[src/common/sync_slave_pkg.sv]
package sync_slave_pkg;

  // ----------------------------------------------------------------------
  // Register byte offsets (word aligned)
  // ----------------------------------------------------------------------
  localparam logic [7:0] OFS_INTERRUPT_CONTROL = 8'h00;
  localparam logic [7:0] OFS_PERIPH_FLAGS = 8'h04;
  localparam logic [7:0] OFS_PERIPH_ENABLES = 8'h08;
  localparam logic [7:0] OFS_PERIPH_PRIORITY = 8'h0C;
  localparam logic [7:0] OFS_RECEIVE_STATUS = 8'h10;
  localparam logic [7:0] OFS_TRANSMIT_HOLDING = 8'h14;
  localparam logic [7:0] OFS_TRANSMIT_STATUS = 8'h18;
  localparam logic [7:0] OFS_BAUD_CONTROL = 8'h1C;
  localparam logic [7:0] OFS_BAUD_DIV_HIGH = 8'h20;
  localparam logic [7:0] OFS_BAUD_DIV_LOW = 8'h24;
  localparam logic [7:0] OFS_PORT_G_LATCH = 8'h28;
  localparam logic [7:0] OFS_RECEIVE_HOLDING = 8'h2C;
  localparam logic [7:0] OFS_POWER_CONTROL = 8'h30;

  // ----------------------------------------------------------------------
  // Field positions
  // ----------------------------------------------------------------------
  localparam int BIT_GLOBAL_IE = 7;
  localparam int BIT_PERIPH_IE = 6;
  localparam int BIT_RX_FLAG = 5;
  localparam int BIT_TX_FLAG = 4;
  localparam int BIT_SERIAL_EN = 7;
  localparam int BIT_NINE_RX_EN = 6;
  localparam int BIT_SINGLE_RX = 5;
  localparam int BIT_CONT_RX = 4;
  localparam int BIT_FRAME_ERR = 2;
  localparam int BIT_OVERRUN = 1;
  localparam int BIT_RX_NINTH = 0;
  localparam int BIT_CLK_MASTER = 7;
  localparam int BIT_NINE_TX_EN = 6;
  localparam int BIT_TX_EN = 5;
  localparam int BIT_SYNC_MODE = 4;
  localparam int BIT_SHIFT_EMPTY = 1;
  localparam int BIT_TX_NINTH = 0;
  localparam int BIT_SLEEP = 0;
  localparam int BIT_IDLE = 1;

  // ----------------------------------------------------------------------
  // Reset values
  // ----------------------------------------------------------------------
  localparam logic [7:0] RST_ZERO = 8'h00;
  localparam logic [7:0] RST_TX_STATUS = 8'h02;

  // ----------------------------------------------------------------------
  // Bus constants and serial word bit counts
  // ----------------------------------------------------------------------
  localparam logic [1:0] HTRANS_NONSEQ = 2'h2;
  localparam logic [3:0] BIT_COUNT_8 = 4'h8;
  localparam logic [3:0] BIT_COUNT_9 = 4'h9;

  typedef struct packed {
    logic [31:0] haddr;
    logic [1:0] htrans;
    logic hwrite;
    logic [2:0] hsize;
    logic hsel;
    logic hready;
  } ahb_req_t;

  typedef enum logic [1:0] {
    TX_IDLE = 2'b00,
    TX_SHIFT = 2'b01,
    TX_RELOAD = 2'b10
  } tx_state_t;

endpackage

[src/hw/sync_slave_serial_port.sv]
// Register access over AHB-Lite and the register addresses were decided locally.
`timescale 1ns/1ns
module sync_slave_serial_port
  import sync_slave_pkg::*;
(
  input wire logic clock,
  input wire logic rst_n,
  input wire logic clk_en,
  input wire sync_slave_pkg::ahb_req_t ahb_req,
  input wire logic [31:0] hwdata,
  output logic [31:0] hrdata,
  output logic hreadyout,
  output logic hresp,
  input wire logic shift_clock_pin,
  input wire logic serial_data_pin_in,
  output logic serial_data_pin_out,
  output logic serial_data_pin_oe,
  output logic interrupt_request,
  output logic vector_request,
  output logic wake_request
);
  import sync_slave_pkg::*;

  // ----------------------------------------------------------------------
  // Register state
  // ----------------------------------------------------------------------
  logic [7:0] interrupt_control_reg;
  logic [7:0] periph_enables_reg;
  logic [7:0] periph_priority_reg;
  logic [7:0] receive_status_reg;
  logic [7:0] transmit_status_reg;
  logic [7:0] baud_control_reg;
  logic [7:0] baud_div_high_reg;
  logic [7:0] baud_div_low_reg;
  logic [7:0] port_g_latch_reg;
  logic [7:0] power_control_reg;
  logic [7:0] transmit_holding_reg;
  logic [7:0] receive_holding_reg;
  logic transmit_holding_full_reg;
  logic transmit_buffer_empty_flag_reg;
  logic receive_complete_flag_reg;
  logic overrun_error_flag_reg;
  logic received_ninth_bit_reg;

  // ----------------------------------------------------------------------
  // Bus slave
  // ----------------------------------------------------------------------
  logic dphase_reg;
  logic dwrite_reg;
  logic [7:0] daddr_reg;
  logic wr_stb;
  logic rd_stb;

  assign wr_stb = clk_en & dphase_reg & dwrite_reg;

  always_ff @(posedge clock) begin
    if (!rst_n) begin
      dphase_reg <= 1'b0;
      dwrite_reg <= 1'b0;
      daddr_reg <= 8'h00;
      hreadyout <= 1'b1;
      hresp <= 1'b0;
    end else if (clk_en) begin
      dphase_reg <= ahb_req.hsel & ahb_req.hready &
                    (ahb_req.htrans == HTRANS_NONSEQ);
      dwrite_reg <= ahb_req.hwrite;
      daddr_reg <= ahb_req.haddr[7:0];
      hreadyout <= 1'b1;
      hresp <= 1'b0;
    end
  end

  function automatic logic hit(input logic [7:0] a, input logic [7:0] ofs);
    hit = (a == ofs);
  endfunction

  assign rd_stb = clk_en & ahb_req.hsel & ahb_req.hready &
                  (ahb_req.htrans == HTRANS_NONSEQ) & ~ahb_req.hwrite;

  logic serial_enable;
  logic cont_rx;
  logic low_power;
  assign serial_enable = receive_status_reg[BIT_SERIAL_EN];
  assign cont_rx = receive_status_reg[BIT_CONT_RX];
  assign low_power = power_control_reg[BIT_SLEEP] |
                     power_control_reg[BIT_IDLE];

  always_ff @(posedge clock) begin
    if (!rst_n) begin
      interrupt_control_reg <= RST_ZERO;
      periph_enables_reg <= RST_ZERO;
      periph_priority_reg <= RST_ZERO;
      receive_status_reg <= RST_ZERO;
      transmit_status_reg <= RST_ZERO;
      baud_control_reg <= RST_ZERO;
      baud_div_high_reg <= RST_ZERO;
      baud_div_low_reg <= RST_ZERO;
      port_g_latch_reg <= RST_ZERO;
      power_control_reg <= RST_ZERO;
    end else if (wr_stb) begin
      if (hit(daddr_reg, OFS_INTERRUPT_CONTROL)) begin
        interrupt_control_reg <= hwdata[7:0];
      end else if (hit(daddr_reg, OFS_PERIPH_ENABLES)) begin
        periph_enables_reg <= hwdata[7:0];
      end else if (hit(daddr_reg, OFS_PERIPH_PRIORITY)) begin
        periph_priority_reg <= hwdata[7:0];
      end else if (hit(daddr_reg, OFS_RECEIVE_STATUS)) begin
        receive_status_reg <= {hwdata[7:3], 3'h0};
      end else if (hit(daddr_reg, OFS_TRANSMIT_STATUS)) begin
        transmit_status_reg <= {hwdata[7:2], 1'b0, hwdata[0]};
      end else if (hit(daddr_reg, OFS_BAUD_CONTROL)) begin
        baud_control_reg <= hwdata[7:0];
      end else if (hit(daddr_reg, OFS_BAUD_DIV_HIGH)) begin
        baud_div_high_reg <= hwdata[7:0];
      end else if (hit(daddr_reg, OFS_BAUD_DIV_LOW)) begin
        baud_div_low_reg <= hwdata[7:0];
      end else if (hit(daddr_reg, OFS_PORT_G_LATCH)) begin
        port_g_latch_reg <= hwdata[7:0];
      end else if (hit(daddr_reg, OFS_POWER_CONTROL)) begin
        power_control_reg <= hwdata[7:0];
      end
    end
  end

  // ----------------------------------------------------------------------
  // Shift clock synchroniser and edge detect
  // ----------------------------------------------------------------------
  logic [1:0] sck_sync_reg;
  logic [1:0] sdi_sync_reg;
  logic sck_last_reg;
  logic sck_rise;
  logic sck_fall;

  always_ff @(posedge clock) begin
    if (!rst_n) begin
      sck_sync_reg <= 2'b00;
      sdi_sync_reg <= 2'b00;
      sck_last_reg <= 1'b0;
    end else if (clk_en) begin
      sck_sync_reg <= {sck_sync_reg[0], shift_clock_pin};
      sdi_sync_reg <= {sdi_sync_reg[0], serial_data_pin_in};
      sck_last_reg <= sck_sync_reg[1];
    end
  end

  assign sck_rise = clk_en & sck_sync_reg[1] & ~sck_last_reg;
  assign sck_fall = clk_en & ~sck_sync_reg[1] & sck_last_reg;

  // ----------------------------------------------------------------------
  // Transmit path
  // ----------------------------------------------------------------------
  // Continuous receive enable takes the data line over, as in master mode.
  logic tx_allowed;
  assign tx_allowed = serial_enable & transmit_status_reg[BIT_TX_EN] &
                      ~cont_rx;

  logic tx_write;
  assign tx_write = wr_stb & hit(daddr_reg, OFS_TRANSMIT_HOLDING);

  tx_state_t tx_state_reg;
  logic [8:0] tx_shift_reg;
  logic [3:0] tx_count_reg;
  logic [3:0] tx_len;
  assign tx_len = transmit_status_reg[BIT_NINE_TX_EN] ? BIT_COUNT_9
                                                  : BIT_COUNT_8;

  // The state machine runs the same in sleep; sleep only gates the core.
  always_ff @(posedge clock) begin
    if (!rst_n || !serial_enable) begin
      tx_state_reg <= TX_IDLE;
      tx_shift_reg <= 9'h000;
      tx_count_reg <= 4'h0;
      transmit_holding_reg <= RST_ZERO;
      transmit_holding_full_reg <= 1'b0;
      transmit_buffer_empty_flag_reg <= 1'b1;
      serial_data_pin_out <= 1'b0;
      serial_data_pin_oe <= 1'b0;
    end else if (clk_en) begin
      serial_data_pin_oe <= tx_allowed & (tx_state_reg == TX_SHIFT);
      if (tx_write) begin
        transmit_holding_reg <= hwdata[7:0];
        transmit_holding_full_reg <= 1'b1;
        transmit_buffer_empty_flag_reg <= 1'b0;
      end
      case (tx_state_reg)
        TX_IDLE: begin
          if (transmit_holding_full_reg && tx_allowed) begin
            tx_shift_reg <= {transmit_status_reg[BIT_TX_NINTH],
                             transmit_holding_reg};
            tx_count_reg <= tx_len;
            serial_data_pin_out <= transmit_holding_reg[0];
            if (!tx_write) begin
              transmit_holding_full_reg <= 1'b0;
              transmit_buffer_empty_flag_reg <= 1'b1;
            end
            tx_state_reg <= TX_SHIFT;
          end
        end
        TX_SHIFT: begin
          // Holding word waits and the flag stays low while shifting.
          if (sck_rise) begin
            serial_data_pin_out <= tx_shift_reg[1];
            tx_shift_reg <= {1'b0, tx_shift_reg[8:1]};
            tx_count_reg <= tx_count_reg - 4'h1;
            if (tx_count_reg == 4'h1) begin
              tx_state_reg <= TX_RELOAD;
            end
          end
        end
        TX_RELOAD: begin
          // Back to idle; the next word is moved in there in the cycle the empty flag rises.
          tx_state_reg <= TX_IDLE;
        end
        default: tx_state_reg <= TX_IDLE;
      endcase
    end
  end

  // ----------------------------------------------------------------------
  // Receive path
  // ----------------------------------------------------------------------
  logic [8:0] rx_shift_reg;
  logic [3:0] rx_count_reg;
  logic rx_done;
  logic rx_len9;
  logic rd_holding;
  assign rx_len9 = receive_status_reg[BIT_NINE_RX_EN];
  assign rd_holding = rd_stb & hit(ahb_req.haddr[7:0], OFS_RECEIVE_HOLDING);
  assign rx_done = sck_fall & serial_enable & cont_rx &
                   (rx_count_reg == (rx_len9 ? BIT_COUNT_9 - 4'h1
                                             : BIT_COUNT_8 - 4'h1));

  // Single receive enable has no effect here: slave mode ignores it.
  always_ff @(posedge clock) begin
    if (!rst_n || !serial_enable || !cont_rx) begin
      rx_shift_reg <= 9'h000;
      rx_count_reg <= 4'h0;
    end else if (sck_fall) begin
      rx_shift_reg <= {sdi_sync_reg[1], rx_shift_reg[8:1]};
      rx_count_reg <= rx_done ? 4'h0 : rx_count_reg + 4'h1;
    end
  end

  logic [8:0] rx_word;
  assign rx_word = rx_len9 ? {sdi_sync_reg[1], rx_shift_reg[8:1]}
                           : {1'b0, sdi_sync_reg[1], rx_shift_reg[8:2]};

  always_ff @(posedge clock) begin
    if (!rst_n || !serial_enable) begin
      receive_holding_reg <= RST_ZERO;
      received_ninth_bit_reg <= 1'b0;
      receive_complete_flag_reg <= 1'b0;
      overrun_error_flag_reg <= 1'b0;
    end else if (clk_en) begin
      if (!cont_rx) begin
        overrun_error_flag_reg <= 1'b0;
      end else if (rx_done && receive_complete_flag_reg && !rd_holding) begin
        overrun_error_flag_reg <= 1'b1;
      end
      if (rx_done && !(receive_complete_flag_reg && !rd_holding)) begin
        receive_holding_reg <= rx_word[7:0];
        received_ninth_bit_reg <= rx_word[8];
        receive_complete_flag_reg <= 1'b1;
      end else if (rd_holding) begin
        receive_complete_flag_reg <= 1'b0;
      end
    end
  end

  // ----------------------------------------------------------------------
  // Interrupt, wake and read data
  // ----------------------------------------------------------------------
  logic [7:0] flags_view;
  logic tx_irq;
  logic rx_irq;
  assign flags_view = {2'b00, receive_complete_flag_reg,
                       transmit_buffer_empty_flag_reg, 4'h0};
  assign tx_irq = transmit_buffer_empty_flag_reg &
                  periph_enables_reg[BIT_TX_FLAG];
  assign rx_irq = receive_complete_flag_reg &
                  periph_enables_reg[BIT_RX_FLAG];

  always_ff @(posedge clock) begin
    if (!rst_n) begin
      interrupt_request <= 1'b0;
      vector_request <= 1'b0;
      wake_request <= 1'b0;
      hrdata <= 32'h0000_0000;
    end else if (clk_en) begin
      interrupt_request <= tx_irq | rx_irq;
      wake_request <= low_power & (tx_irq | rx_irq);
      vector_request <= (tx_irq | rx_irq) &
                        interrupt_control_reg[BIT_GLOBAL_IE] &
                        interrupt_control_reg[BIT_PERIPH_IE];
      if (rd_stb) begin
        if (hit(ahb_req.haddr[7:0], OFS_INTERRUPT_CONTROL)) begin
          hrdata <= {24'h0, interrupt_control_reg};
        end else if (hit(ahb_req.haddr[7:0], OFS_PERIPH_FLAGS)) begin
          hrdata <= {24'h0, flags_view};
        end else if (hit(ahb_req.haddr[7:0], OFS_PERIPH_ENABLES)) begin
          hrdata <= {24'h0, periph_enables_reg};
        end else if (hit(ahb_req.haddr[7:0], OFS_PERIPH_PRIORITY)) begin
          hrdata <= {24'h0, periph_priority_reg};
        end else if (hit(ahb_req.haddr[7:0], OFS_RECEIVE_STATUS)) begin
          hrdata <= {24'h0, receive_status_reg[7:3], 1'b0,
                     overrun_error_flag_reg, received_ninth_bit_reg};
        end else if (hit(ahb_req.haddr[7:0], OFS_TRANSMIT_STATUS)) begin
          hrdata <= {24'h0, transmit_status_reg[7:2],
                     tx_state_reg == TX_IDLE, transmit_status_reg[0]};
        end else if (hit(ahb_req.haddr[7:0], OFS_BAUD_CONTROL)) begin
          hrdata <= {24'h0, baud_control_reg};
        end else if (hit(ahb_req.haddr[7:0], OFS_BAUD_DIV_HIGH)) begin
          hrdata <= {24'h0, baud_div_high_reg};
        end else if (hit(ahb_req.haddr[7:0], OFS_BAUD_DIV_LOW)) begin
          hrdata <= {24'h0, baud_div_low_reg};
        end else if (hit(ahb_req.haddr[7:0], OFS_PORT_G_LATCH)) begin
          hrdata <= {24'h0, port_g_latch_reg};
        end else if (hit(ahb_req.haddr[7:0], OFS_RECEIVE_HOLDING)) begin
          hrdata <= {24'h0, receive_holding_reg};
        end else if (hit(ahb_req.haddr[7:0], OFS_POWER_CONTROL)) begin
          hrdata <= {24'h0, power_control_reg};
        end else begin
          hrdata <= 32'h0000_0000;
        end
      end
    end
  end

endmodule // sync_slave_serial_port

[config.mk]
export PLATFORM = sky130hd
export DESIGN_NAME = sync_slave_serial_port
export DESIGN_NICKNAME = d
export VERILOG_FILES = /design/src/common/sync_slave_pkg.sv /design/src/hw/sync_slave_serial_port.sv
export SDC_FILE = /design/constraint.sdc
export NUM_CORES = 1
export LEC_CHECK = 0
export BUFFER_PORTS_ARGS = -buffer_cell sky130_fd_sc_hd__buf_2
export CAP_MARGIN = 25
export CORE_ASPECT_RATIO = 1.25
export CORE_MARGIN = 3
export CORE_UTILIZATION = 30
export DETAILED_ROUTE_END_ITERATION = 10
export GPL_TIMING_DRIVEN = 0
export PLACE_DENSITY = 0.6
export SLEW_MARGIN = 20
export SYNTH_ARGS = -nofsm -noshare
export SYNTH_HDL_FRONTEND = slang
export SYNTH_SLANG_ARGS = --single-unit
[constraint.sdc]
create_clock -name clock -period 5.1 [get_ports clock]
set_clock_uncertainty 0.1 [all_clocks]
set_input_delay 0.255 -clock clock [delete_from_list [all_inputs] [get_ports clock]]
set_output_delay 0.255 -clock clock [all_outputs]
set_load 0.01 [all_outputs]
Yosys cells after proc, flatten, opt, wreduce, memory -nomap -nowiden --
Cells that the tools add are included.
Cells by class: reductions and logical operators 34, equal/unequal tests 29, $add $sub $neg 2, multiplexer cells 41, bitwise operators 40, $mul 0, shift operators 0, div/mod/pow operators 0, $lt $le $gt $ge 0
Operator list (number):
- 8-bit two-way mux | 12
- 8-bit by 6-bit == test with 1-bit output, second input constant | 9
- 8-bit by 5-bit == test with 1-bit output, second input constant | 7
- 8-bit by 4-bit == test with 1-bit output, second input constant | 4
- 9-bit two-way mux | 3
- 1-bit bitwise AND | 25
- 9-bit one-hot mux with 2 select lines | 1
- 8-bit zero test | 2
- 4-bit two-way mux | 4
- 1-bit two-way mux | 15
- 1-bit NOT | 13
- 2-bit AND reduction | 6
- 4-bit AND reduction | 3
- 11-bit AND reduction | 1
- 10-bit AND reduction | 1
- 9-bit AND reduction | 1
- 8-bit by 3-bit == test with 1-bit output, second input constant | 1
- 4-bit one-hot mux with 2 select lines | 1
- 8-bit AND reduction | 1
- 7-bit AND reduction | 1
- 2-bit two-way mux | 3
- 6-bit AND reduction | 1
- 1-bit logical AND | 5
- 1-bit zero test | 5
- other kinds (16) | 21
Storage, ports and cells: bits in read-only memories 0, memories kept 0, register bits 177, logic and storage cells 180, bits in latches 0, output and inout bits 39, memory bits (writable) 0

Longest topological paths before layout --
Gate-level depths: netlist (run 1).
word-level depth 13, depth in mapped cells 8, mapped depth without buffers 6

Worst setup path before layout (run 1) --
Ideal clock, no wire load.
kind input to register, from input ahb_req[15] (netlist name), to register receive_holding_reg[7], path buffers 3, path slack 2.939 ns, data required time 4.921 ns, setup time 0.079 ns, stages on the path 8, arrival time 1.982 ns, cells stage by stage clkbuf_1 -> or4b_1 -> buf_2 -> o41a_1 -> nor3_4 -> buf_6 -> nor2_1 -> a211oi_2
On the way: cells in the longest elaborated chain, start to end 7
Ends and longest elaborated chain:
- from (decl) | line sync_slave_serial_port.sv:9 | input wire sync_slave_pkg::ahb_req_t ahb_req,
- 8-bit by 6-bit == test with 1-bit output | line sync_slave_serial_port.sv:74 | hit = (a == ofs);
- 1-bit bitwise AND | line sync_slave_serial_port.sv:228 | assign rd_holding = rd_stb & hit(ahb_req.haddr[7:0], OFS_RECEIVE_HOLDING);
- 1-bit zero test | line sync_slave_serial_port.sv:260 | if (rx_done && !(receive_complete_flag_reg && !rd_holding)) begin
- 1-bit logical AND | line sync_slave_serial_port.sv:260
- 1-bit zero test | line sync_slave_serial_port.sv:260
- 1-bit logical AND | line sync_slave_serial_port.sv:260
- 2-bit AND reduction (no source line)
- to (signal assigned) | line sync_slave_serial_port.sv:261 | receive_holding_reg <= rx_word[7:0];
- to (decl) | line sync_slave_serial_port.sv:38 | logic [7:0] receive_holding_reg;
No other way between the ends. A chain may end at the register's enable or synchronous reset.

Final worst setup path (run 1) --
from register tx_state_reg[1], to register tx_shift_reg[7]
On the way: cells in the longest elaborated chain, start to end 3
Ends and longest elaborated chain:
- from (decl) | line sync_slave_serial_port.sv:160 | tx_state_t tx_state_reg;
- from (signal assigned) | line sync_slave_serial_port.sv:170 | tx_state_reg <= TX_IDLE;
- from (signal assigned) | line sync_slave_serial_port.sv:196 | tx_state_reg <= TX_SHIFT;
- from (signal assigned) | line sync_slave_serial_port.sv:206 | tx_state_reg <= TX_RELOAD;
- 2-bit by 1-bit == test with 1-bit output / 2-bit zero test (equally long branches) | line sync_slave_serial_port.sv:185 | case (tx_state_reg)
- 2-bit inequality test (no source line) / 2-bit nonzero test (equally long branches)
- 4-bit AND reduction (no source line)
- to (signal assigned) | line sync_slave_serial_port.sv:188 | tx_shift_reg <= {transmit_status_reg[BIT_TX_NINTH],
- to (signal assigned) | line sync_slave_serial_port.sv:203 | tx_shift_reg <= {1'b0, tx_shift_reg[8:1]};
- to (decl) | line sync_slave_serial_port.sv:161 | logic [8:0] tx_shift_reg;
Several ways; a longest one is shown, not always the timed one.

==> results of run 1 <==
per-layer routing:
layer	routed length, um	vias to the layer above	part of all wire [%]
li1	-	3222	-
met5	0	-	0
met3	1800	71	6.8
met2	12600	287	48
met4	1100	0	4.2
met1	10800	3238	41
report_power, final:
part / internal [mW] / switching [mW]
clock network: 0.750 / 0.533
registers: 1.19 / 0.00450
logic: 0.0628 / 0.130
logic make-up (layout without fill, tap and decap cells):
kind of cell               after synthesis  in the layout  share of synthesized area [%]
DFF                                    151            151                           40.5
other                                    2             26                          0.101
and+or+nand+nor                        300            300                           20.5
buffers and inverters                   98            166                           6.50
xor gates and xnor gates                 4              4                          0.469
muxes                                   82             82                           11.1
adders and majority gates                3              3                          0.502
AOI/OAI and AO/OA                      235            235                           20.4
worst reg2reg max path: stages (launching register included):
cell	delay, ps
dfxtp_1	310
clkbuf_1	320
nand2b_1	270
o221ai_1	290
nor2_1	570
clkbuf_1	410
nor2_1	70
a211oi_1	230
layout make-up:
| cell class | count | area share, % |
|---|---|---|
| clock inverter | 12 | 1.60 |
| timing repair buffer | 37 | 2.31 |
| multi-input combinational | 650 | 46.2 |
| buffer | 89 | 5.15 |
| sequential | 151 | 34.5 |
| clock buffer | 19 | 5.17 |
| tap | 325 | 4.64 |
| inverter | 9 | 0.385 |
cell usage in the layout (no fill, tap or decap), drive strengths merged, types with 43 or more instances in the layout:
cell    count
mux2i      78
dfxtp     151
a21boi     44
nor2b      54
buf        70
a21oi      43
nand2      97
nor2       58
o21ai      73
clkbuf     72
path summary, 6_finish.rpt:
path	endpoint	slack [ps]	start	depth (start not counted)
worst max register to register	tx_shift_reg[7]$_SDFFE_PP0P_	2450	tx_state_reg[1]$_SDFFE_PP0P_	7
worst min-delay path	power_control_reg[5]$_SDFFE_PN0P_	10	hwdata[5]	3
worst min register to register	interrupt_request$_SDFFE_PN0P_	370	interrupt_request$_SDFFE_PN0P_	2
worst max-delay path	tx_shift_reg[7]$_SDFFE_PP0P_	2450	tx_state_reg[1]$_SDFFE_PP0P_	7
what timing repair did:
item                      4_1_cts  5_1_grt
hold buffers                    3        0
buffers inserted                0        0
hold endpoints to repair        3        0
==> results.ini, run 1 <==
[grt]
grt_usage_pct=19.4
busiest_layer=met2
use_met2_pct=33.2
grt_pass1_vias=6551
antenna_found_initial=0
gr-total-overflow=0
global_route.usage.met3_pct=3.18
grt_pass1_wl_um=40000
grtUsageMet1_pct=24.2
grt_max_degree=17

[cts]
htreeDepth=4
worstSkewPairLatency_ps=430
cts_resized=0
clk_pin_slew_ps=70
cts.sinks=151
cts_root_buf=clkbuf_16
clockBufferDepth=2
cts_tree=done
numCtsBuffers=17

[sta]
final.setup.worst_slack_ps=2450
finalCritPeriodShare_pct=52.1
fin_hold_ws_ps=12.4
slew_headroom_pct=41.2
fin_crit_ps=2650
rsz0062_at_grt=no
slew_viol_final=0
fmax_ghz=0.377
setup_tns_ps=0
hold_violations=0
worst_pin_slew_ps=882
setup_viol=0

[routing]
drt_iter0_markers=625
viasPerCell=5.28
num_vias=6818
drt-total-wl_um=26300
drc=0
ant_nets=0
first_pass_iters=6
post_drt_wl_per_cell_um=20.4

[worst_hold_path]
min_path_type=in2reg

[synthesis]
syn_area_sq_mm=0.00747
netlist_top_cells_count=dfxtp_1 (151), nand2_1 (97), mux2i_1 (78)
syn_inst=875
yosys.area.top_type=dfxtp_1
async_reset_ff_share_pct=0
yosysWarnings=0
synth.most_common_cell=dfxtp_1
synth_top_area_share_pct=40.5
syn_avg_cell_area_sq_um=8.54
synth_seq_cells=151
synth.area.top_cells=dfxtp_1 (40%), mux2i_1 (10%), o21ai_0 (4.9%), nand2_1 (4.9%), nor2b_1 (4.5%)
yosysSeqAreaShare_pct=40.5
synth_flop_cell=dfxtp_1
ys_types=72
synth_edf_count=0

[layout]
layoutNonFillerInstCount=1292
num-nets-final=1035
register_area_sq_mm=0.00302
syn_to_final_growth_pct=17.3
diodes=0
final_area_sq_mm=0.00876
fillers=2529
layout-drive-gt1-share_pct=11.1
finish.utilization_pct=36.3
multi_input_area_sq_mm=0.00405
largest_reg_flops=9

[status]
status=finished clean

[placement]
placement.io_buffers=31
place_congestion=1.00
postPlaceCellArea_sq_mm=0.00814
dpl.cell_count=1257
dp_slack_ps=2330
dp_hpwl_um=19600

[run]
cap_violations=0

[floorplan]
core_sq_mm=0.0241
rows=63
die_width_um=147
start_util_pct=31.0
die_h_um=182
io_pins=116
die-area_sq_mm=0.0268

[worst_setup_path]
path_cells=clkbuf_1 -> nand2b_1 -> o221ai_1 -> nor2_1 -> clkbuf_1 -> nor2_1 -> a211oi_1
cpMaxStageDelayCell=nor2_1
cp-end-kind=flop
start_kind=flop
crit_required_ps=5340
critPathMaxStageDelay_ps=570
critPathBufInv=2
worst-setup-path-type=reg2reg
critPathTopFamily=simple AND/OR/NAND/NOR gates
crit_fanout=10
cp.arrival_ps=2890

[pwr]
powerDensity_mw_per_mm2=304
power_mw=2.67
p_leak_nw=3.11
peakVddDrop_v=0.000178

Power figures use the tool's default switching activity.
==> inputs of run 2 (changes only) <==
--- a/config.mk
+++ b/config.mk
@@ -12,7 +12,7 @@
 export CORE_UTILIZATION = 30
 export DETAILED_ROUTE_END_ITERATION = 10
 export GPL_TIMING_DRIVEN = 0
-export PLACE_DENSITY = 0.6
+export PLACE_DENSITY = 0.61
 export SLEW_MARGIN = 20
 export SYNTH_ARGS = -nofsm -noshare
 export SYNTH_HDL_FRONTEND = slang
==> constraint.sdc (replaced) <==
create_clock -name clock -period 2.35 [get_ports clock]
set_clock_uncertainty 0.1 [all_clocks]
set_input_delay 0.1175 -clock clock [delete_from_list [all_inputs] [get_ports clock]]
set_output_delay 0.1175 -clock clock [all_outputs]
set_load 0.01 [all_outputs]
==> run 2 against run 1 <==
  * Via count increased by 1.1%
  * Cell count grew 0.70%
  * Cell area grew 1.5%
  * Wire length is 2.7% lower
  * Critical path type is now in2reg
  * Critical path depth grew 2
  * Total power grew 120%
  * Utilization increased by 0.56 points
==> results.ini, run 2 (synthesized netlist as in run 1, its figures left out) <==
[status]
status=finished clean

[layout]
syn_to_final_growth_pct=19.1
finish.utilization_pct=36.9
register_area_sq_mm=0.00302
multi_input_area_sq_mm=0.00408
layout-drive-gt1-share_pct=11.8
final_area_sq_mm=0.00890
fillers=2541
layout_common_cells=dfxtp_1 (151), nand2_1 (96), mux2i_1 (78)
num-nets-final=1044
largest_reg_flops=9
diodes=0
layoutNonFillerInstCount=1301
layout_commonest_cell=dfxtp_1

[cts]
cts_root_buf=clkbuf_16
htreeDepth=4
clockBufferDepth=2
cts_tree=done
cts.sinks=151
worstSkewPairLatency_ps=430
numCtsBuffers=17
clk_pin_slew_ps=60

[placement]
place_congestion=1.00
placement.io_buffers=31
postPlaceCellArea_sq_mm=0.00813
dpl.cell_count=1255
dp_hpwl_um=18900
dp_slack_ps=-286

[sta]
setup_viol=0
slew_viol_final=0
setup_tns_ps=0
hold_violations=0
slew_headroom_pct=36.8
finalCritPeriodShare_pct=98.9
worst_pin_slew_ps=948
final.setup.worst_slack_ps=25.5
fin_crit_ps=2320
fmax_ghz=0.430
rsz0062_at_grt=yes
fin_hold_ws_ps=59.6

[grt]
gr-total-overflow=0
grt_max_degree=19
antenna_found_initial=0
grt_pass1_vias=6517
grt_usage_pct=18.9
grt_pass1_wl_um=38900

[worst_setup_path]
start_kind=input pin
cp-end-kind=flop
crit_required_ps=2610
worst-setup-path-type=in2reg
cp.arrival_ps=2590
crit_fanout=10

[run]
cap_violations=0

[routing]
drc=0
drt-total-wl_um=25600
viasPerCell=5.30
post_drt_wl_per_cell_um=19.7
drt_iter0_markers=635
first_pass_iters=6
num_vias=6894
ant_nets=0

[floorplan]
start_util_pct=31.0
die_h_um=182
core_sq_mm=0.0241
die-area_sq_mm=0.0268
io_pins=116
die_width_um=147
rows=63

[pwr]
powerDensity_mw_per_mm2=650
peakVddDrop_v=0.000330
p_leak_nw=3.16
power_mw=5.78

[worst_hold_path]
min_path_type=in2reg

run 2: cell types whose count changed in the layout (fill, tap and decap cells not counted), moves of 2 or more:
cell,delta
nor2_1,-3
clkbuf_2,+3
clkbuf_1,-2
nor2_4,+3
dlygate4sd3_1,+8
buf_12,+2
run 2: critical path, stage by stage:
cell and delay, ps:
dlygate4sd3_1 530, buf_2 170, nand4bb_1 420, o41a_1 600, nor3_4 230, buf_12 150
buf_6 130, nand3_1 90, a21oi_1 140
run 2: layout make-up:
cell class	instances	share of cell area (%)
Multi-Input combinational cell	650	45.8
Inverter	9	0.380
Clock buffer	18	4.94
Timing Repair Buffer	47	3.63
Buffer	88	5.06
Sequential cell	151	34.0
Clock inverter	13	1.63
Tap cell	325	4.57
run 2: routing by layer:
layer / track usage (%) / vias up / share of wire (%)
met1: 23.1 / 3221 / 41
met4: 9.51 / 0 / 4.6
met5: 0 / - / 0
li1: - / 3245 / -
met3: 3.58 / 86 / 7.4
met2: 31.6 / 342 / 47
run 2: path summary, 6_finish.rpt:
kind / start / slack (ps) / to / cells after the start
worst max-delay path: ahb_req[9] / 30 / received_ninth_bit_reg$_SDFFE_PP0P_ / 9
worst min-delay path: rst_n / 60 / transmit_buffer_empty_flag_reg$_SDFFE_PP1P_ / 3
worst max register to register: daddr_reg[7]$_SDFFE_PN0P_ / 120 / port_g_latch_reg[7]$_SDFFE_PN0P_ / 5
worst min register to register: rx_shift_reg[1]$_SDFFE_PP0P_ / 360 / rx_shift_reg[1]$_SDFFE_PP0P_ / 2
run 2: where the power goes:
part           switching, mW  leakage, nW  internal (mW)
combinational          0.285         1.66          0.145
sequential            0.0113         1.22           2.57
clock                   1.17        0.279           1.60
total                   1.47         3.16           4.31
run 2: timing repair:
| action | in CTS | in global routing |
|---|---|---|
| setup buffers | 0 | 3 |
| hold endpoints to repair | 11 | 0 |
| pin swaps | 0 | 3 |
| hold buffers | 11 | 0 |
| resized for setup | 2 | 7 |
| setup endpoints to repair | 9 | 40 |
==> inputs of run 3 (changes only) <==
--- a/config.mk
+++ b/config.mk
@@ -7,11 +7,8 @@
 export LEC_CHECK = 0
 export BUFFER_PORTS_ARGS = -buffer_cell sky130_fd_sc_hd__buf_2
 export CAP_MARGIN = 25
-export CORE_ASPECT_RATIO = 1.25
-export CORE_MARGIN = 3
 export CORE_UTILIZATION = 30
 export DETAILED_ROUTE_END_ITERATION = 10
-export GPL_TIMING_DRIVEN = 0
 export PLACE_DENSITY = 0.61
 export SLEW_MARGIN = 20
 export SYNTH_ARGS = -nofsm -noshare
==> run 3 against run 2 <==
  * Cell area is 1.3% lower
  * Sequential power about the same
  * First-iteration DRC count increased by 0.79%
  * Wire length fell by 13%
  * Combinational power down 11%
  * Critical path type unchanged
  * Die area fell by 4.9%
  * Critical path depth is 1 lower
==> results.ini, run 3 (synthesized netlist as in run 1, its figures left out) <==
[cts]
cts_resized=0
worstSkewPairLatency_ps=430
cts_root_buf=clkbuf_16
clk_pin_slew_ps=60
cts.sinks=151
cts_tree=done
htreeDepth=4
cts_setup_buffers=0
numCtsBuffers=17
clockBufferDepth=2

[routing]
drt_iter0_markers=640
ant_nets=0
post_drt_wl_per_cell_um=17.8
first_pass_iters=5
routed-wl-met3_um=1500
highest_layer=met4
drt-total-wl_um=22300
wl_met1_um=10500
drc=0
num_vias=6527
viasPerCell=5.19
route.met2.wl_um=9850

[floorplan]
die-area_sq_mm=0.0255
io_pins=116
die_width_um=160
die_h_um=160
core_sq_mm=0.0244
rows=57
start_util_pct=30.6

[sta]
fmax_ghz=0.465
hold_violations=0
setup_viol=0
fin_hold_ws_ps=20.2
worst_pin_slew_ps=681
final.setup.worst_slack_ps=200
finalCritPeriodShare_pct=91.5
slew_headroom_pct=54.5
fin_crit_ps=2150
slew_viol_final=0
setup_tns_ps=0
rsz0062_at_grt=no

[pwr]
power_mw=5.86
peakVddDrop_v=0.000629
p_leak_nw=3.16
powerDensity_mw_per_mm2=667

[layout]
syn_to_final_growth_pct=17.5
layout-drive-gt1-share_pct=13.0
diodes=0
finish.utilization_pct=36.0
final_area_sq_mm=0.00878
num-nets-final=1000
fillers=2512
largest_reg_flops=9
layout_common_cells=dfxtp_1 (151), nand2_1 (97), mux2i_1 (78)
layout_commonest_cell=dfxtp_1
layoutNonFillerInstCount=1257

[worst_setup_path]
path_cells=dlygate4sd3_1 -> buf_2 -> nand4bb_1 -> o41a_1 -> nor3_4 -> buf_4 -> nor2_1 -> a211oi_1
critPathMaxStageDelay_ps=560
rr_startpoint=daddr_reg[0]$_SDFFE_PN0P_
crit_fanout=17
worst-setup-path-type=in2reg
cp-end-kind=flop
worstSetupStartpoint=ahb_req[9]
cp.arrival_ps=2390
critPathTopFamily=buffers and inverters
start_kind=input pin
critPathBufInv=3
crit_required_ps=2590
cpMaxStageDelayCell=o41a_1

[grt]
grt_pass1_vias=5978
grt_max_degree=56
grt_pass1_wl_um=34900
grt_usage_pct=17.8
gr-total-overflow=0
antenna_found_initial=0

[worst_hold_path]
worstHoldStart=clk_en
min_path_type=in2reg

[placement]
dpl.cell_count=1215
place_congestion=0.923
postPlaceCellArea_sq_mm=0.00807
dp_slack_ps=249
placement.io_buffers=38
dp_hpwl_um=15400

[run]
cap_violations=0

[status]
status=finished clean

run 3: cell count changes in the layout (fill, tap and decap cells not counted), moves of 3 or more:
cell and delta:
buf_1 -7, buf_4 +13, nor2_4 -3, nor2_1 +3, clkbuf_2 -4, clkbuf_1 -45
buf_2 +6
run 3: routing by layer:
metal  track usage, %  up-vias
li1                 -     3146
met1             24.9     3120
met2             26.7      229
met3             3.97       32
met4             6.02        0
met5                0        -
run 3: repair_timing:
action / 4_1_cts / 5_1_grt
hold buffers: 10 / 0
setup endpoints to repair: 0 / 0
hold endpoints to repair: 19 / 0
run 3: final timing paths:
kind / slack [ps] / cells after the start / end
max: 200 / 8 / receive_holding_reg[5]$_SDFFE_PP0P_
min: 20 / 3 / daddr_reg[4]$_SDFFE_PN0P_
max reg2reg: 250 / 6 / port_g_latch_reg[6]$_SDFFE_PN0P_
min reg2reg: 370 / 2 / rx_shift_reg[1]$_SDFFE_PP0P_
run 3: power by group:
group / total [mW] / switching, mW / internal, mW
logic: 0.382 / 0.251 / 0.131
registers: 2.59 / 0.0133 / 2.57
clock network: 2.89 / 1.11 / 1.78
run 3: area by class of cell:
| cell class | instances | area, sq um | share of cell area (%) |
|---|---|---|---|
| repair buffers | 91 | 651 | 7.41 |
| flip-flops and latches | 151 | 3020 | 34.4 |
| inverters | 9 | 33.8 | 0.385 |
| clock inverters | 11 | 174 | 1.98 |
| clock buffers | 21 | 440 | 5.02 |
| well taps | 324 | 405 | 4.62 |
| multi-input cells | 650 | 4050 | 46.2 |
run 3: tightest hold or removal path: stages:
cell and delay (ps):
buf_2 170, mux2i_1 160, nor2b_1 60
